## src/design/cdh_pkg.sv

```systemverilog
// Purpose: shared constants and types for the card host controller
// Assumes: 100 MHz clock_i, one clock domain
// Notes: timing counts are derived from the nanosecond figures below
package cdh_pkg;
	// clock rate
	localparam int CLK_MHZ = 100;
	// bus, count and timer widths and stream depth
	localparam int DATA_W = 16;
	localparam int ADDR_W = 4;
	localparam int COUNT_W = 8;
	localparam int FIFO_DEPTH = 8;
	localparam int TIMER_W = 8;
	// strobe timing in ns
	localparam int SETUP_NS = 30;
	localparam int STROBE_NS = 80;
	localparam int HOLD_NS = 20;
	// least times round up to whole cycles
	localparam logic [TIMER_W-1:0] SETUP_CYC = TIMER_W'((SETUP_NS * CLK_MHZ + 999) / 1000);
	localparam logic [TIMER_W-1:0] STROBE_CYC = TIMER_W'((STROBE_NS * CLK_MHZ + 999) / 1000);
	localparam logic [TIMER_W-1:0] HOLD_CYC = TIMER_W'((HOLD_NS * CLK_MHZ + 999) / 1000);
	// pin values: reset and idle levels, word card enable, byte pad
	localparam logic STROBE_IDLE_N = 1'b1;
	localparam logic [1:0] CARD_ENABLE_IDLE_N = 2'b11;
	localparam logic [1:0] CARD_ENABLE_WORD_N = 2'b00;
	localparam logic [ADDR_W-1:0] ADDR_IDLE = 4'h0;
	localparam logic [DATA_W-1:0] DATA_IDLE = 16'h0000;
	localparam logic [7:0] BYTE_PAD = 8'h00;
	localparam logic REQUEST_IDLE = 1'b0;
	localparam logic ACK_IDLE_N = 1'b1;
	// this host has hardware support for dma
	localparam logic DMA_SUPPORTED = 1'b1;
	// card operating modes
	typedef enum logic [1:0] {
		MODE_MEMORY_ONLY,
		MODE_IO_CARD,
		MODE_DISK_EMULATION
	} cdh_mode_e;
	// user commands
	typedef enum logic [2:0] {
		CMD_REG_READ,
		CMD_REG_WRITE,
		CMD_IO_READ,
		CMD_DMA_READ,
		CMD_DMA_WRITE
	} cdh_cmd_e;
endpackage

```

## src/design/cdh_fifo.sv

```systemverilog
// Purpose: small synchronous fifo with valid/ready on both sides
// Assumes: single clock, synchronous active-low reset
// Notes: out_data comes from the storage array at the read pointer
`timescale 1ns/1ps
module cdh_fifo #(
	parameter int WIDTH = 16,
	parameter int DEPTH = 8
) (
	input wire logic clock_i,
	input wire logic nrst_i,
	input wire logic in_valid_i,
	output logic in_ready_o,
	input wire logic [WIDTH-1:0] in_data_i,
	output logic out_valid_o,
	input wire logic out_ready_i,
	output logic [WIDTH-1:0] out_data_o
);
	localparam int PW = $clog2(DEPTH);
	logic [WIDTH-1:0] mem [DEPTH];
	logic [PW-1:0] wptr_reg;
	logic [PW-1:0] rptr_reg;
	logic [PW:0] count_reg;
	logic push;
	logic pop;

	// honest full and empty from the fill count
	assign in_ready_o = (count_reg != (PW+1)'(DEPTH));
	assign out_valid_o = (count_reg != '0);
	assign push = in_valid_i && in_ready_o;
	assign pop = out_valid_o && out_ready_i;
	assign out_data_o = mem[rptr_reg];

	// storage write
	always_ff @(posedge clock_i) begin
		if (push) begin
			mem[wptr_reg] <= in_data_i;
		end
	end

	// pointers and count
	always_ff @(posedge clock_i) begin
		if (!nrst_i) begin
			wptr_reg <= '0;
			rptr_reg <= '0;
			count_reg <= '0;
		end else begin
			if (push) begin
				wptr_reg <= (wptr_reg == PW'(DEPTH-1)) ? '0 : wptr_reg + 1'b1;
			end
			if (pop) begin
				rptr_reg <= (rptr_reg == PW'(DEPTH-1)) ? '0 : rptr_reg + 1'b1;
			end
			if (push && !pop) begin
				count_reg <= count_reg + 1'b1;
			end else if (pop && !push) begin
				count_reg <= count_reg - 1'b1;
			end
		end
	end
endmodule // cdh_fifo

```

## src/design/cdh_card_host.sv

```systemverilog
// Purpose: host-side controller driving a removable storage card's port
// Assumes: card pins sampled on clock_i; pin outputs come from flip-flops
// Notes: one command at a time; dma read data streams through a fifo
// Contract
// - disk mode: register accesses byte wide on low lane, data transfers sixteen bit
// - host may gate its input data buffers with input acknowledge
// - host sets dma direction by pulsing dma read or write strobe
// - during dma both register selects stay negated, transfers sixteen bit
// - host without dma support reports dma unavailable to software
// - host asserts dma acknowledge in answer to dma request
// - host drives attribute select low during io cycles
// - disk mode: first select for task file, second for control block
`timescale 1ns/1ps
module cdh_card_host (
	input wire logic clock_i,
	input wire logic nrst_i,
	input wire cdh_pkg::cdh_mode_e mode_i,
	input wire logic cmd_valid_i,
	output logic cmd_ready_o,
	input wire cdh_pkg::cdh_cmd_e cmd_kind_i,
	input wire logic cmd_ctrl_i,
	input wire logic [cdh_pkg::ADDR_W-1:0] cmd_addr_i,
	input wire logic [cdh_pkg::DATA_W-1:0] cmd_wdata_i,
	input wire logic [cdh_pkg::COUNT_W-1:0] cmd_count_i,
	output logic rsp_valid_o,
	output logic [cdh_pkg::DATA_W-1:0] rsp_data_o,
	output logic rsp_error_o,
	output logic rsp_ack_seen_o,
	output logic rd_valid_o,
	input wire logic rd_ready_i,
	output logic [cdh_pkg::DATA_W-1:0] rd_data_o,
	input wire logic wr_valid_i,
	output logic wr_ready_o,
	input wire logic [cdh_pkg::DATA_W-1:0] wr_data_i,
	output logic dma_available_o,
	output logic dma_busy_o,
	output logic [cdh_pkg::ADDR_W-1:0] addr_o,
	output logic taskfile_select_n_o,
	output logic control_block_select_n_o,
	output logic [1:0] card_enable_n_o,
	output logic attr_select_n_o,
	output logic io_read_strobe_n_o,
	output logic io_write_strobe_n_o,
	output logic dma_read_strobe_n_o,
	output logic dma_write_strobe_n_o,
	output logic dma_ack_n_o,
	input wire logic dma_request_i,
	input wire logic input_ack_n_i,
	input wire logic [cdh_pkg::DATA_W-1:0] data_i,
	output logic [cdh_pkg::DATA_W-1:0] data_o,
	output logic data_oe_o
);
	localparam int SW = cdh_pkg::DATA_W + 2;
	localparam logic [SW-1:0] SYNC_RST = {cdh_pkg::REQUEST_IDLE, cdh_pkg::ACK_IDLE_N,
		cdh_pkg::DATA_IDLE};
	typedef enum logic [3:0] {ST_IDLE, ST_SETUP, ST_STROBE, ST_HOLD, ST_RESP,
		ST_DMA_WAIT, ST_DMA_SETUP, ST_DMA_STROBE, ST_DMA_RECOV} cdh_state_e;
	cdh_state_e state_reg, state_next;
	cdh_pkg::cdh_cmd_e kind_reg;
	logic [cdh_pkg::ADDR_W-1:0] addr_reg;
	logic [cdh_pkg::DATA_W-1:0] wdata_reg, rdata_reg, data_s;
	logic [cdh_pkg::COUNT_W-1:0] remain_reg;
	logic [cdh_pkg::TIMER_W-1:0] cnt_reg;
	logic [SW-1:0] sync1_reg, sync2_reg;
	logic ctrl_reg, err_reg, ack_seen_reg, req_s, ack_n_s, done, legal, is_dma_cmd;
	logic in_cycle, is_reg_op, is_read_op, in_dma, fifo_in_valid, fifo_in_ready;

	// two-stage synchronisers for all card inputs
	always_ff @(posedge clock_i) begin
		if (!nrst_i) begin
			sync1_reg <= SYNC_RST;
			sync2_reg <= SYNC_RST;
		end else begin
			sync1_reg <= {dma_request_i, input_ack_n_i, data_i};
			sync2_reg <= sync1_reg;
		end
	end
	assign req_s = sync2_reg[SW-1];
	assign ack_n_s = sync2_reg[SW-2];
	assign data_s = sync2_reg[cdh_pkg::DATA_W-1:0];
	// command legality per mode
	always_comb begin
		is_dma_cmd = (cmd_kind_i == cdh_pkg::CMD_DMA_READ) ||
			(cmd_kind_i == cdh_pkg::CMD_DMA_WRITE);
		case (cmd_kind_i)
			cdh_pkg::CMD_REG_READ,
			cdh_pkg::CMD_REG_WRITE: legal = (mode_i == cdh_pkg::MODE_DISK_EMULATION);
			cdh_pkg::CMD_IO_READ: legal = (mode_i == cdh_pkg::MODE_IO_CARD);
			cdh_pkg::CMD_DMA_READ,
			cdh_pkg::CMD_DMA_WRITE: legal = (mode_i == cdh_pkg::MODE_DISK_EMULATION) &&
				(cmd_count_i != '0) && cdh_pkg::DMA_SUPPORTED;
			default: legal = 1'b0;
		endcase
	end
	assign done = (cnt_reg == '0);
	assign fifo_in_valid = (state_reg == ST_DMA_STROBE) && done &&
		(kind_reg == cdh_pkg::CMD_DMA_READ);
	// sequencing of register, io and dma cycles
	always_comb begin
		state_next = state_reg;
		case (state_reg)
			ST_IDLE: begin
				if (cmd_valid_i) begin
					if (!legal) begin
						state_next = ST_RESP;
					end else if (is_dma_cmd) begin
						state_next = ST_DMA_WAIT;
					end else begin
						state_next = ST_SETUP;
					end
				end
			end
			ST_SETUP: if (done) state_next = ST_STROBE;
			ST_STROBE: if (done) state_next = ST_HOLD;
			ST_HOLD: if (done) state_next = ST_RESP;
			ST_RESP: state_next = ST_IDLE;
			ST_DMA_WAIT: if (req_s) state_next = ST_DMA_SETUP;
			ST_DMA_SETUP: begin
				// back-pressure: a word starts only when it has room or data
				if (done && ((kind_reg == cdh_pkg::CMD_DMA_READ) ? fifo_in_ready : wr_valid_i)) begin
					state_next = ST_DMA_STROBE;
				end
			end
			ST_DMA_STROBE: if (done) state_next = ST_DMA_RECOV;
			ST_DMA_RECOV: begin
				if (done) begin
					if (remain_reg == '0) begin
						state_next = ST_RESP;
					end else if (req_s) begin
						state_next = ST_DMA_SETUP;
					end else begin
						state_next = ST_DMA_WAIT;
					end
				end
			end
			default: state_next = ST_IDLE;
		endcase
	end
	// state register
	always_ff @(posedge clock_i) begin
		if (!nrst_i) begin
			state_reg <= ST_IDLE;
		end else begin
			state_reg <= state_next;
		end
	end
	// phase timer, reloaded on every state change
	always_ff @(posedge clock_i) begin
		if (!nrst_i) begin
			cnt_reg <= '0;
		end else if (state_next != state_reg) begin
			case (state_next)
				ST_SETUP, ST_DMA_SETUP: cnt_reg <= cdh_pkg::SETUP_CYC - 1'b1;
				ST_STROBE, ST_DMA_STROBE: cnt_reg <= cdh_pkg::STROBE_CYC - 1'b1;
				ST_HOLD, ST_DMA_RECOV: cnt_reg <= cdh_pkg::HOLD_CYC - 1'b1;
				default: cnt_reg <= '0;
			endcase
		end else if (!done) begin
			cnt_reg <= cnt_reg - 1'b1;
		end
	end
	// command capture and word countdown
	always_ff @(posedge clock_i) begin
		if (!nrst_i) begin
			kind_reg <= cdh_pkg::CMD_REG_READ;
			ctrl_reg <= 1'b0;
			addr_reg <= cdh_pkg::ADDR_IDLE;
			wdata_reg <= cdh_pkg::DATA_IDLE;
			remain_reg <= '0;
			err_reg <= 1'b0;
		end else if (state_reg == ST_IDLE && cmd_valid_i) begin
			kind_reg <= cmd_kind_i;
			ctrl_reg <= cmd_ctrl_i;
			addr_reg <= cmd_addr_i;
			wdata_reg <= cmd_wdata_i;
			remain_reg <= cmd_count_i;
			err_reg <= !legal;
		end else begin
			if (wr_ready_o && wr_valid_i) begin
				wdata_reg <= wr_data_i;
			end
			if (state_reg == ST_DMA_STROBE && done) begin
				remain_reg <= remain_reg - 1'b1;
			end
		end
	end
	// read data and input acknowledge capture
	always_ff @(posedge clock_i) begin
		if (!nrst_i) begin
			rdata_reg <= cdh_pkg::DATA_IDLE;
			ack_seen_reg <= 1'b0;
		end else if (state_reg == ST_IDLE && cmd_valid_i) begin
			rdata_reg <= cdh_pkg::DATA_IDLE;
			ack_seen_reg <= 1'b0;
		end else if (state_reg == ST_STROBE) begin
			if (!ack_n_s) begin
				ack_seen_reg <= 1'b1;
			end
			if (done) begin
				if (kind_reg == cdh_pkg::CMD_REG_READ) begin
					rdata_reg <= {cdh_pkg::BYTE_PAD, data_s[7:0]};
				end else if (kind_reg == cdh_pkg::CMD_IO_READ && (ack_seen_reg || !ack_n_s)) begin
					rdata_reg <= data_s;
				end
			end
		end
	end
	// decode of the operation in flight
	assign in_cycle = (state_reg == ST_SETUP) || (state_reg == ST_STROBE) ||
		(state_reg == ST_HOLD);
	assign is_reg_op = (kind_reg == cdh_pkg::CMD_REG_READ) ||
		(kind_reg == cdh_pkg::CMD_REG_WRITE);
	assign is_read_op = (kind_reg == cdh_pkg::CMD_REG_READ) ||
		(kind_reg == cdh_pkg::CMD_IO_READ);
	assign in_dma = (state_reg == ST_DMA_SETUP) || (state_reg == ST_DMA_STROBE) ||
		(state_reg == ST_DMA_RECOV);
	// registered card pins, one cycle behind the state
	always_ff @(posedge clock_i) begin
		if (!nrst_i) begin
			addr_o <= cdh_pkg::ADDR_IDLE;
			taskfile_select_n_o <= cdh_pkg::STROBE_IDLE_N;
			control_block_select_n_o <= cdh_pkg::STROBE_IDLE_N;
			card_enable_n_o <= cdh_pkg::CARD_ENABLE_IDLE_N;
			attr_select_n_o <= cdh_pkg::STROBE_IDLE_N;
			io_read_strobe_n_o <= cdh_pkg::STROBE_IDLE_N;
			io_write_strobe_n_o <= cdh_pkg::STROBE_IDLE_N;
			dma_read_strobe_n_o <= cdh_pkg::STROBE_IDLE_N;
			dma_write_strobe_n_o <= cdh_pkg::STROBE_IDLE_N;
			dma_ack_n_o <= cdh_pkg::ACK_IDLE_N;
		end else begin
			addr_o <= in_cycle ? addr_reg : cdh_pkg::ADDR_IDLE;
			// selects stay negated outside register cycles, so also in dma
			taskfile_select_n_o <= !(in_cycle && is_reg_op && !ctrl_reg);
			control_block_select_n_o <= !(in_cycle && is_reg_op && ctrl_reg);
			card_enable_n_o <= (in_cycle && kind_reg == cdh_pkg::CMD_IO_READ) ?
				cdh_pkg::CARD_ENABLE_WORD_N : cdh_pkg::CARD_ENABLE_IDLE_N;
			attr_select_n_o <= !(in_cycle && kind_reg == cdh_pkg::CMD_IO_READ);
			io_read_strobe_n_o <= !(state_reg == ST_STROBE && is_read_op);
			io_write_strobe_n_o <= !(state_reg == ST_STROBE && kind_reg == cdh_pkg::CMD_REG_WRITE);
			dma_read_strobe_n_o <= !(state_reg == ST_DMA_STROBE &&
				kind_reg == cdh_pkg::CMD_DMA_READ);
			dma_write_strobe_n_o <= !(state_reg == ST_DMA_STROBE &&
				kind_reg == cdh_pkg::CMD_DMA_WRITE);
			dma_ack_n_o <= !in_dma;
		end
	end
	// registered data bus drive
	always_ff @(posedge clock_i) begin
		if (!nrst_i) begin
			data_o <= cdh_pkg::DATA_IDLE;
			data_oe_o <= 1'b0;
		end else if (in_cycle && kind_reg == cdh_pkg::CMD_REG_WRITE) begin
			data_o <= {cdh_pkg::BYTE_PAD, wdata_reg[7:0]};
			data_oe_o <= 1'b1;
		end else if ((state_reg == ST_DMA_STROBE || state_reg == ST_DMA_RECOV) &&
			kind_reg == cdh_pkg::CMD_DMA_WRITE) begin
			data_o <= wdata_reg;
			data_oe_o <= 1'b1;
		end else begin
			data_o <= cdh_pkg::DATA_IDLE;
			data_oe_o <= 1'b0;
		end
	end

	// user-side handshakes and status
	assign cmd_ready_o = (state_reg == ST_IDLE);
	assign rsp_valid_o = (state_reg == ST_RESP);
	assign rsp_data_o = rdata_reg;
	assign rsp_error_o = err_reg;
	assign rsp_ack_seen_o = ack_seen_reg;
	assign wr_ready_o = (state_reg == ST_DMA_SETUP) && done &&
		(kind_reg == cdh_pkg::CMD_DMA_WRITE);
	assign dma_available_o = cdh_pkg::DMA_SUPPORTED;
	assign dma_busy_o = in_dma;

	// dma read stream buffer, full words only
	cdh_fifo #(
		.WIDTH(cdh_pkg::DATA_W),
		.DEPTH(cdh_pkg::FIFO_DEPTH)
	) u_rd_fifo (
		.clock_i(clock_i),
		.nrst_i(nrst_i),
		.in_valid_i(fifo_in_valid),
		.in_ready_o(fifo_in_ready),
		.in_data_i(data_s),
		.out_valid_o(rd_valid_o),
		.out_ready_i(rd_ready_i),
		.out_data_o(rd_data_o)
	);
endmodule // cdh_card_host

```

## config.mk

```make
export PLATFORM = sky130hd
export DESIGN_NAME = cdh_card_host
export DESIGN_NICKNAME = d
export VERILOG_FILES = /design/src/design/cdh_pkg.sv /design/src/design/cdh_fifo.sv /design/src/design/cdh_card_host.sv
export SDC_FILE = /design/constraint.sdc
export NUM_CORES = 1
export LEC_CHECK = 0
export ABC_AREA = 1
export BUFFER_PORTS_ARGS = -buffer_cell sky130_fd_sc_hd__buf_2
export CAP_MARGIN = 20
export CORE_MARGIN = 1.5
export CORE_UTILIZATION = 57
export CTS_CLUSTER_DIAMETER = 150
export DETAILED_ROUTE_END_ITERATION = 8
export PLACE_DENSITY = 0.79
export RECOVER_POWER = 50
export SLEW_MARGIN = 10
export SYNTH_ARGS = -nofsm -noshare
export SYNTH_HDL_FRONTEND = slang
export SYNTH_SLANG_ARGS = --single-unit
```

## constraint.sdc

```tcl
create_clock -name clock_i -period 4.4 [get_ports clock_i]
set_clock_uncertainty 0.05 [all_clocks]
set_input_delay 0.44 -clock clock_i [delete_from_list [all_inputs] [get_ports clock_i]]
set_output_delay 0.44 -clock clock_i [all_outputs]
set_load 0.02 [all_outputs]
```

# ---- Word-level counts from Yosys, hierarchy flattened
# Memories as Yosys holds them, arrays and structs flattened. A register that Yosys moved wholly into a read port is not among the register bits.
# Index checks and enable logic that the tools add are counted.
dict set report op_classes {
  n_eq_ne 29
  n_reduce_logical 66
  n_bitwise 3
  n_mux 37
  n_addsub 6
}
# operator n
set ops {}
lappend ops {{16-bit 2-to-1 mux} 4}
lappend ops {{8-bit 2-to-1 mux} 6}
lappend ops {{4-bit 2-to-1 mux} 10}
lappend ops {{4-bit one-hot mux with 8 select lines} 1}
lappend ops {{4-bit by 3-bit equality test with 1-bit output (second input constant)} 6}
lappend ops {{1-bit logical AND} 23}
lappend ops {{3-bit 2-to-1 mux} 6}
lappend ops {{4-bit by 2-bit equality test with 1-bit output (second input constant)} 4}
lappend ops {{8-bit logical NOT} 2}
lappend ops {{8-bit by 1-bit subtractor with 8-bit output (second input constant)} 2}
lappend ops {{1-bit logical NOT} 13}
lappend ops {{3-bit by 2-bit equality test with 1-bit output (second input constant)} 4}
lappend ops {{3-bit equality test (second input constant)} 4}
lappend ops {{2-bit OR reduction} 6}
lappend ops {{1-bit logical OR} 9}
lappend ops {{3-bit one-hot mux with 3 select lines} 1}
lappend ops {{4-bit by 1-bit equality test with 1-bit output (second input constant)} 2}
lappend ops {{4-bit equality test (second input constant)} 2}
lappend ops {{2-bit nonzero test} 4}
lappend ops {{8-bit nonzero test} 1}
lappend ops {{3-bit by 1-bit adder with 3-bit output (second input constant)} 2}
lappend ops {{3-bit by 1-bit equality test with 1-bit output (second input constant)} 2}
lappend ops {{3-bit logical NOT} 2}
lappend ops {{2-bit 2-to-1 mux} 3}
lappend ops {{other kinds (15)} 22}
dict set report word_totals {
  ff_bits 139
  out_inout_bits 71
  ramBits 128
  word_cells 170
  n_memories 1
}
# memory words word_bits read_ports rd_ports_with_merged_regs write_ports line
set memory_table {}
lappend memory_table {u_rd_fifo.mem 8 16 1 1 1 cdh_fifo.sv:19} ;# logic [WIDTH-1:0] mem [DEPTH];

# ---- Logic depth before layout (Yosys ltp)
# Gate-level depths: netlist of run 1.
dict set report logic_depth {
  word_depth 10
  mapped_depth 18
}

# ---- Modules after synthesis
# Synthesis of run 1 repeated with hierarchy kept, for this count alone.
dict set report unflattened {
  cells_unflattened 1196
  hier_area_um2 10867.9
}
# mod area_each_um2 cells_each instances
set by_module_without_submodules {}
lappend by_module_without_submodules {cdh_fifo 5798.1 521 1}
lappend by_module_without_submodules {cdh_card_host 5069.9 675 1}

# ---- Least setup slack after synthesis of run 1
# OpenSTA, ideal clock, no wires.
dict set report synth_path {
  path_type {register to register}
  start {reg cnt_reg[0] (netlist name)}
  end {mem u_rd_fifo.mem[1][0] (enable)}
  path_stages_with_launch 13
  arrival_time_ns 2.632
  setup_time_ns 0.409
  path_buffers 0
  path_slack_ns 1.309
  cell_sequence {dfxtp_1 inv_1 ha_1 nand2_1 nor2_1 nand2_2 nor2_4 inv_2 nor2_2 inv_2 nor2_1 inv_1 nor3_1}
}
dict set report synth_between {
  elab_chain_len 6
}
# item line
set synth_rtl {}
lappend synth_rtl {{start, declared} cdh_card_host.sv:63} ;# logic [cdh_pkg::TIMER_W-1:0] cnt_reg;
lappend synth_rtl {{start signal, assigned} cdh_card_host.sv:153} ;# ST_SETUP, ST_DMA_SETUP: cnt_reg <= cdh_pkg::SETUP_CYC - 1'b1;
lappend synth_rtl {{start signal, assigned} cdh_card_host.sv:154} ;# ST_STROBE, ST_DMA_STROBE: cnt_reg <= cdh_pkg::STROBE_CYC - 1'b1;
lappend synth_rtl {{start signal, assigned} cdh_card_host.sv:155} ;# ST_HOLD, ST_DMA_RECOV: cnt_reg <= cdh_pkg::HOLD_CYC - 1'b1;
lappend synth_rtl {{8-bit logical NOT} cdh_card_host.sv:95} ;# assign done = (cnt_reg == '0);
lappend synth_rtl {{1-bit logical AND (2 in a row)} cdh_card_host.sv:96} ;# assign fifo_in_valid = (state_reg == ST_DMA_STROBE) && done &&
lappend synth_rtl {{1-bit logical AND} cdh_fifo.sv:29} ;# assign push = in_valid_i && in_ready_o;
lappend synth_rtl {{named net u_rd_fifo.push} cdh_fifo.sv:23} ;# logic push;
lappend synth_rtl {{1-bit 2-to-1 mux} cdh_fifo.sv:35} ;# if (push) begin
lappend synth_rtl {{1-bit 2-to-1 mux (not written as such)} cdh_fifo.sv:36} ;# mem[wptr_reg] <= in_data_i;
lappend synth_rtl {{end, declared} cdh_fifo.sv:19}
# The timed path passes the listed nets, and every way through them passes these cells.

==> results of run 1 <==
critical path, stage by stage, from the launching register on:
cell	delay, ns
dfxtp_1	0.29
buf_4	0.24
inv_1	0.79
o21ai_0	0.25
o22ai_1	0.23
nor2_1	0.09
a31oi_1	0.22
buf_2	0.20
worst max path at each step:
stage / startpoint / endpoint / slack (ns) / cells past startpoint
floorplan: cnt_reg[0] / u_rd_fifo.mem[1][0] / 1.31 / 12
global placement: cnt_reg[0] / u_rd_fifo.count_reg[3] / 1.35 / 18
detailed placement: cnt_reg[0] / u_rd_fifo.mem[5][9] / 1.27 / 12
CTS: register / rd_data_o[12] / 1.08 / 7
global route: cnt_reg[0] / u_rd_fifo.count_reg[3] / 0.82 / 18
finish: register / rd_data_o[13] / 1.07 / 7
layer usage:
metal	GRT usage, %	wire, um	vias up
met4	6.05	366	0
li1	-	-	3994
met5	0	0	-
met3	5.33	2130	28
met2	40.4	11200	326
met1	33.9	10200	3651
through the flow:
step | hold slack [ns] | total power [mW] | util, % | setup slack [ns] | area [sq um]
after floorplan | 0.334 | 4.22 | - | 1.31 | 10600
after global placement | 0.341 | 4.72 | 63.7 | 1.35 | 11500
after detailed placement | 0.342 | 4.77 | 63.7 | 1.27 | 11500
after CTS | 0.0209 | 7.12 | 68.9 | 1.08 | 12500
after global routing | 0.0433 | 7.44 | 68.6 | 0.823 | 12400
final | 0.0435 | 7.09 | 68.6 | 1.07 | 12400
kinds of logic after synthesis:
kind of cell               synth area share [%]
and+or+nand+nor                            17.1
AOI/OAI and AO/OA                          11.4
adders and majority gates                  1.37
DFF                                        62.7
xor gates and xnor gates                  0.826
buffers and inverters                      6.57
other                                    0.0354
power breakdown:
group	internal, mW	total, mW	leakage (nW)	switching [mW]
clock network	1.42	2.35	0.459	0.935
logic	0.599	1.90	2.42	1.31
registers	2.74	2.83	2.34	0.0945
Yosys cell counts, types with 2 or more instances:
cell	instances	share of area, %
a31oi_1	36	2.1
or2_2	2	0.12
buf_1	2	0.071
clkbuf_1	37	1.3
nor3_1	15	0.71
o211ai_1	2	0.14
nand4_1	6	0.35
inv_2	10	0.35
nor2_4	4	0.42
dfxtp_1	140	26
inv_1	119	4.2
xor2_1	10	0.83
ha_1	10	1.2
nand2_1	157	5.6
nand3_4	2	0.33
o21a_1	8	0.57
buf_2	5	0.24
o22ai_1	16	0.94
and3_1	2	0.12
nand3_1	24	1.1
nand2_2	8	0.47
o21ai_0	115	5.4
nor2_1	208	7.4
a21oi_1	35	1.7
edfxtp_1	128	36
clkinv_1	2	0.071
a211oi_1	2	0.14
buf_4	3	0.21
nor2_2	6	0.35
cell type report:
cell class / instances / area [sq um] / area share, %
inverters: 131 / 492 / 3.96
flip-flops and latches: 268 / 6650 / 53.6
clock inverters: 16 / 166 / 1.34
multi-input cells: 677 / 3290 / 26.6
clock buffers: 32 / 768 / 6.19
well taps: 229 / 287 / 2.31
repair buffers: 155 / 747 / 6.02
cells in the final DEF (no fill, tap or decap), drive strengths merged, types with 2 or more instances in the layout:
master  count
clkinv     14
a211oi      2
nand2     165
clkbuf     81
xor2       10
o211ai      2
or2         2
dfxtp     140
nand3      26
nor2      218
o21ai     116
ha         10
nor3       15
bufinv      3
inv       129
buf       106
a31oi      36
nand4       7
a21oi      35
edfxtp    128
o22ai      16
o21a        8
and3        2
==> qor.txt, run 1 <==
critical path class: register to output port
post-synthesis average cell area: 9.44 sq um
net count after synthesis: 1208
synthesized cell area: 10600 sq um
violated checks: design-rule violations
Final period util: 75.7%
leakage power: 5.22 nW
I/O Pins: 144
Initial Util: 58.6%
RSZ-0062 raised after global routing: false
Largest register FFs: 128
slew margin rel.: 7.82%
clk sink count: 268
final hold viol count: 0
# DRC: 2
largest net degree at the start of global routing: 80
Final Slew Violations: 0
Avg WL per Cell: 15.9 um
die width: 139 um
total negative slack: 0 ns
dpl hpwl: 15900 um
ys flop type: dfxtp_1
hold path depth: 3
number of port buffers: 142
crit path launch type: register
Antenna Cells: 0
Area Overhead vs Synth: 16.9%
CP Capture Type: output port
Gates resized, CTS repair: 0
Clock Pin Slew Worst Setup and Hold Paths: 0.06 ns
first-pass GRT wire length: 38700 um
actual slew at the worst max-slew pin: 1.37 ns
Max Freq: 0.300 GHz
Skew-Pair Late Insertion Delay: 0.53 ns
vias in the first global route: 7622
flop and latch count out of synthesis: 268
Via density: 5.30
Core Footprint: 18100 sq um
row cnt: 49
distinct cell type count after synthesis: 39
H-tree depth: 1
dpl cells: 1459
vias: 7999
yosys warns: 0
Hold Path Origin: data_i[1]
Max Cap Violations: 0
CTS Buf Count: 26
iteration-0 DRC count of the detailed router: 657
antenna viol nets, final: 0
gpl congestion: 0.888
Global Route Usage Sum: 24.7%
Die ar.: 19400 sq um
CTS hold repair buffers: 0
FF-to-FF End: u_rd_fifo.count_reg[3]
Final Net Count: 1343
reg2reg start: cnt_reg[0]
TritonCTS clock tree: yes
drt pass-1 iters: 7
PD cells: 571 nW/um^2
status: finished with violations
final setup fails: 0
Peak VDD IR: 0.372 mV
total wire length: 23900 um
Non-Filler Instances: 1508
worst-path fanout max: 33
post-synthesis sequential area ratio: 62.7%
Mapped Cells: 1124
EDFF count, synth: 128
fill count: 1382
layout cells sized above 1: 14.5%
Setup Fix Bufs, Post-CTS: 0
Worst R2R Setup Slack: 1.17 ns
initial antenna violation count: 0
hold endpoint: sync1_reg[1]
worst-case reg-to-reg path depth: 18
CP arrival: 2.84 ns
clock buffer depth: 3
root buf cell: clkbuf_16
Hold/Removal Path Class: primary input to register
Synth async-reset ratio: 0%
CP required: 3.91 ns
grt total ovfl: 0
fin crit period: 3.33 ns
Die Height: 139 um
(Power assumes the default switching activity.)
==> inputs of run 2 (changes only) <==
Clock period 4.4 ns to 3.3 ns, I/O delays scaled along.
==> run 2 against run 1 <==
- the run still ends with design-rule violations left
- utilization rose by 1.5 points
- combinational power rose by 37%
- sequential cell count did not move
- worst hold slack got worse by 0.028 ns
- critical path type is now register to register
- critical endpoint is now u_rd_fifo.count_reg[3]
==> qor.txt, run 2 (synthesis results as in run 1) <==
crit path launch type: register
fin crit period: 3.08 ns
leakage power: 5.34 nW
Area Overhead vs Synth: 19.4%
clock buffer depth: 3
Initial Util: 58.6%
PD cells: 748 nW/um^2
violated checks: design-rule violations
met2 wire len: 12100 um
layout cells sized above 1: 14.7%
Buf/Inv on CP: 3
final core utilization: 70.0%
top layer in use: met4
WHS: 0.0151 ns
Core Footprint: 18100 sq um
Skew-Pair Late Insertion Delay: 0.53 ns
total wire length: 25100 um
Final period util: 93.2%
worst-path fanout max: 6
Setup crit start: cnt_reg[0]
routed wl met3: 2030 um
number of port buffers: 142
reg2reg start: cnt_reg[0]
grt total ovfl: 0
Final Net Count: 1373
pre-CTS setup slack: 0.291 ns
Pwr Total: 9.47 mW
gpl congestion: 0.859
vias in the first global route: 8107
Clock Pin Slew Worst Setup and Hold Paths: 0.06 ns
# DRC: 2
slowest cell delay on critical path: 0.37 ns
CP Capture Type: register
clk sink count: 268
Via density: 5.33
vias: 8201
Peak VDD IR: 0.469 mV
CP required: 3.67 ns
actual slew at the worst max-slew pin: 1.43 ns
commonest non-fill, non-tap cell in the layout: nor2_1
Max Cap Violations: 0
CP arrival: 3.44 ns
Antenna Cells: 0
Largest register FFs: 128
Global Route Usage Sum: 26.1%
drt pass-1 iters: 7
dpl hpwl: 15600 um
slew margin rel.: 3.59%
Final Slew Violations: 0
root buf cell: clkbuf_16
Hold/Removal Path Class: primary input to register
status: finished with violations
iteration-0 DRC count of the detailed router: 593
PnR worst setup slack: 0.223 ns
slowest stage cell, crit path: ha_1
CP delay by family, top: simple AND/OR/NAND/NOR gates
initial antenna violation count: 0
final setup fails: 0
wl on met1: 10200 um
Max Freq: 0.325 GHz
first-pass GRT wire length: 40300 um
die width: 139 um
Hold Path Origin: wr_data_i[0]
Die Height: 139 um
TritonCTS clock tree: yes
antenna viol nets, final: 0
Avg WL per Cell: 16.3 um
H-tree depth: 1
Die ar.: 19400 sq um
CP cell instances: inv_1 > ha_1 > nand2_1 > nor2_1 > nand2_2 > nor2_4 > inv_2 > nor2_2 > ha_1 > inv_1 > ha_1 > and3_1 > a211oi_2 > nor2_1 > nor2_1 > nand2_1 > o21ai_0 > a21oi_1
total negative slack: 0 ns
final hold viol count: 0
CTS Buf Count: 26
critical path class: register to register
most frequent cells in the layout: nor2_1, nand2_1, dfxtp_1, edfxtp_1, inv_1
I/O Pins: 144
row cnt: 49
largest net degree at the start of global routing: 80
==> run 2: through the flow <==
stage                     area, sq um  std cells
final                           12700       1538
after global routing            12700       1538
after CTS                       12700       1537
after detailed placement        11600       1467
after global placement          11600       1467
after floorplan                 10600       1124
==> run 2: area by class of cell <==
cell class / instances / area [sq um]
timing repair buffer: 185 / 1030
clock buffer: 33 / 759
multi-input combinational: 677 / 3290
inverter: 131 / 492
sequential: 268 / 6650
fill: 1302 / 5420
tap: 229 / 287
clock inverter: 15 / 168
==> run 2: timing repair <==
| action | CTS | global route |
|---|---|---|
| setup buffers | 0 | 1 |
| hold buffers | 22 | 0 |
| setup endpoints to repair | 0 | 1 |
| hold endpoints to repair | 21 | 0 |
| gates resized for setup | 0 | 1 |
==> run 2: where the power goes <==
group / switching, mW / internal, mW
clock network: 1.23 / 1.87
logic: 1.75 / 0.849
registers: 0.135 / 3.65
total: 3.11 / 6.36
==> run 2: worst min-delay path, delay by kind of cell <==
kind | cells | cell delay, ns
buffers and inverters | 1 | 0.09
AO/OA/AOI/OAI | 1 | 0.07
AND/OR/NAND/NOR | 1 | 0.05
==> run 2: path summary, 6_finish.rpt <==
check	to	slack, ns	cells after the start
max	u_rd_fifo.count_reg[3]	0.22	18
min	wdata_reg[0]	0.02	3
max reg2reg	u_rd_fifo.count_reg[3]	0.22	18
min reg2reg	sync2_reg[6]	0.36	2
==> run 2: routing by layer <==
layer | global-route usage [%] | up-vias
met4 | 10.1 | 0
met3 | 5.26 | 52
li1 | - | 4045
met1 | 32.4 | 3774
met2 | 44.9 | 330
met5 | 0 | -
==> inputs of run 3 (changes only) <==
Settings changed: CORE_UTILIZATION 57 to 60, PLACE_DENSITY 0.79 to 0.83, SKIP_CTS_REPAIR_TIMING from default to 1.
Clock period 3.3 ns to 3.7 ns, I/O delays scaled along.
==> run 3 against run 2 <==
- the flow finishes with violations (negative hold slack, max-capacitance violations, max-slew violations)
- register-to-register slack improved by 0.14 ns
- utilization rose by 1.9 points
- sequential power fell by 11%
- sequential cell count did not move
- routed wire length rose by 0.60%
- worst hold slack got worse by 0.031 ns
- design area fell by 1.7%
- critical path depth did not move
- largest cell class unchanged
- highest routed layer unchanged
==> qor.txt, run 3 (synthesis results as in run 1) <==
status: finished with violations
violated checks: negative hold slack, max-capacitance violations, max-slew violations
crit path launch type: register
RSZ-0062 raised after global routing: false
Initial Util: 61.3%
final hold viol count: 2
Clock Pin Slew Worst Setup and Hold Paths: 0.06 ns
Hold/Removal Path Class: primary input to register
Antenna Cells: 0
hold path depth: 3
total negative slack: 0 ns
most frequent cells in the layout: nor2_1, nand2_1, dfxtp_1, edfxtp_1, inv_1
Die ar.: 18500 sq um
actual slew at the worst max-slew pin: 1.91 ns
worst-case reg-to-reg path depth: 18
grt total ovfl: 0
antenna viol nets, final: 0
clk sink count: 268
final core utilization: 72.0%
CP required: 4.06 ns
Buf/Inv on CP: 3
Peak VDD IR: 0.393 mV
slew margin rel.: -27.7%
Setup crit start: cnt_reg[0]
final setup fails: 0
worst-path fanout max: 9
TritonCTS clock tree: yes
CTS Buf Count: 26
commonest non-fill, non-tap cell in the layout: nor2_1
Hold Path Origin: data_i[0]
first-pass GRT wire length: 39300 um
drt pass-1 iters: 6
slowest stage cell, crit path: ha_1
row cnt: 48
die width: 136 um
iteration-0 DRC count of the detailed router: 794
largest net degree at the start of global routing: 65
Die Height: 136 um
Core Footprint: 17300 sq um
gpl congestion: 0.951
CP Capture Type: register
CP arrival: 3.69 ns
critical path class: register to register
fin crit period: 3.34 ns
vias in the first global route: 7881
Max Freq: 0.300 GHz
H-tree depth: 1
slowest cell delay on critical path: 0.35 ns
WHS: -0.0162 ns
vias: 8369
root buf cell: clkbuf_16
PD cells: 660 nW/um^2
initial antenna violation count: 0
hold endpoint: sync1_reg[0]
I/O Pins: 144
Max Cap Violations: 1
number of port buffers: 142
FF-to-FF End: u_rd_fifo.count_reg[3]
Via density: 5.50
# DRC: 0
Final period util: 90.2%
Area Overhead vs Synth: 17.3%
clock buffer depth: 3
layout cells sized above 1: 14.1%
Avg WL per Cell: 16.6 um
total wire length: 25200 um
Skew-Pair Late Insertion Delay: 0.54 ns
Worst R2R Setup Slack: 0.36 ns
Largest register FFs: 128
reg2reg start: cnt_reg[0]
Global Route Usage Sum: 27.0%
dpl hpwl: 16500 um
Final Net Count: 1361
CP delay by family, top: simple AND/OR/NAND/NOR gates
leakage power: 5.26 nW
Final Slew Violations: 52
CP cell instances: inv_1 > ha_1 > nand2_1 > nor2_1 > nand2_2 > nor2_4 > inv_2 > nor2_2 > ha_1 > inv_1 > ha_1 > and3_1 > a211oi_1 > nor2_1 > nor2_1 > nand2_1 > o21ai_0 > a21oi_1
[run 3: cell types whose count changed in the layout (fill, tap and decap cells not counted), moves of 2 or more]
cell / previous run / this run
buf_4: 21 / 14
clkbuf_8: 4 / 2
clkbuf_1: 51 / 56
bufinv_16: 3 / 1
dlygate4sd3_1: 22 / 14
clkinv_2: 6 / 9
[run 3: cell type report]
type | instances | area (sq um)
repair buffers | 173 | 905
inverters | 131 | 492
multi-input cells | 677 | 3290
flip-flops and latches | 268 | 6650
clock buffers | 32 | 714
well taps | 225 | 282
fillers | 1241 | 4850
clock inverters | 16 | 116
[run 3: metal layers]
metal  global-route usage (%)  part of all wire, %  vias up
met1                     35.4                   40     3860
li1                         -                    -     4021
met3                     6.71                  9.7       35
met2                     45.1                   49      453
met5                        0                    0        -
met4                     7.45                  1.8        0
[run 3: metrics by stage]
step                      instances  area [sq um]  power, mW  setup WS [ns]  hold slack [ns]
after floorplan                1124         10600       5.02          0.609            0.334
after global placement         1460         11600       5.60          0.626            0.344
after detailed placement       1460         11600       5.67          0.498            0.347
after CTS                      1508         12400       8.22          0.397          -0.0471
after global routing           1522         12400       8.61         0.0796        0.0000773
final                          1522         12400       8.21          0.362          -0.0162
[run 3: worst max-delay path by stage]
| stage | end | cells after the start |
|---|---|---|
| after global routing | u_rd_fifo.count_reg[3] | 18 |
| after CTS | u_rd_fifo.count_reg[3] | 18 |
| after global placement | u_rd_fifo.count_reg[3] | 18 |
| final | u_rd_fifo.count_reg[3] | 18 |
| after floorplan | u_rd_fifo.mem[3][0] | 12 |
| after detailed placement | u_rd_fifo.count_reg[3] | 18 |
[run 3: worst min-delay path, cell delays in order]
cell,delay [ns]
buf_2,0.07
nand2_1,0.04
inv_1,0.04
[run 3: report_power, final]
| group | internal [mW] | switching (mW) |
|---|---|---|
| registers | 3.25 | 0.119 |
| logic | 0.718 | 1.58 |
| clock network | 1.45 | 1.10 |
| total | 5.42 | 2.80 |
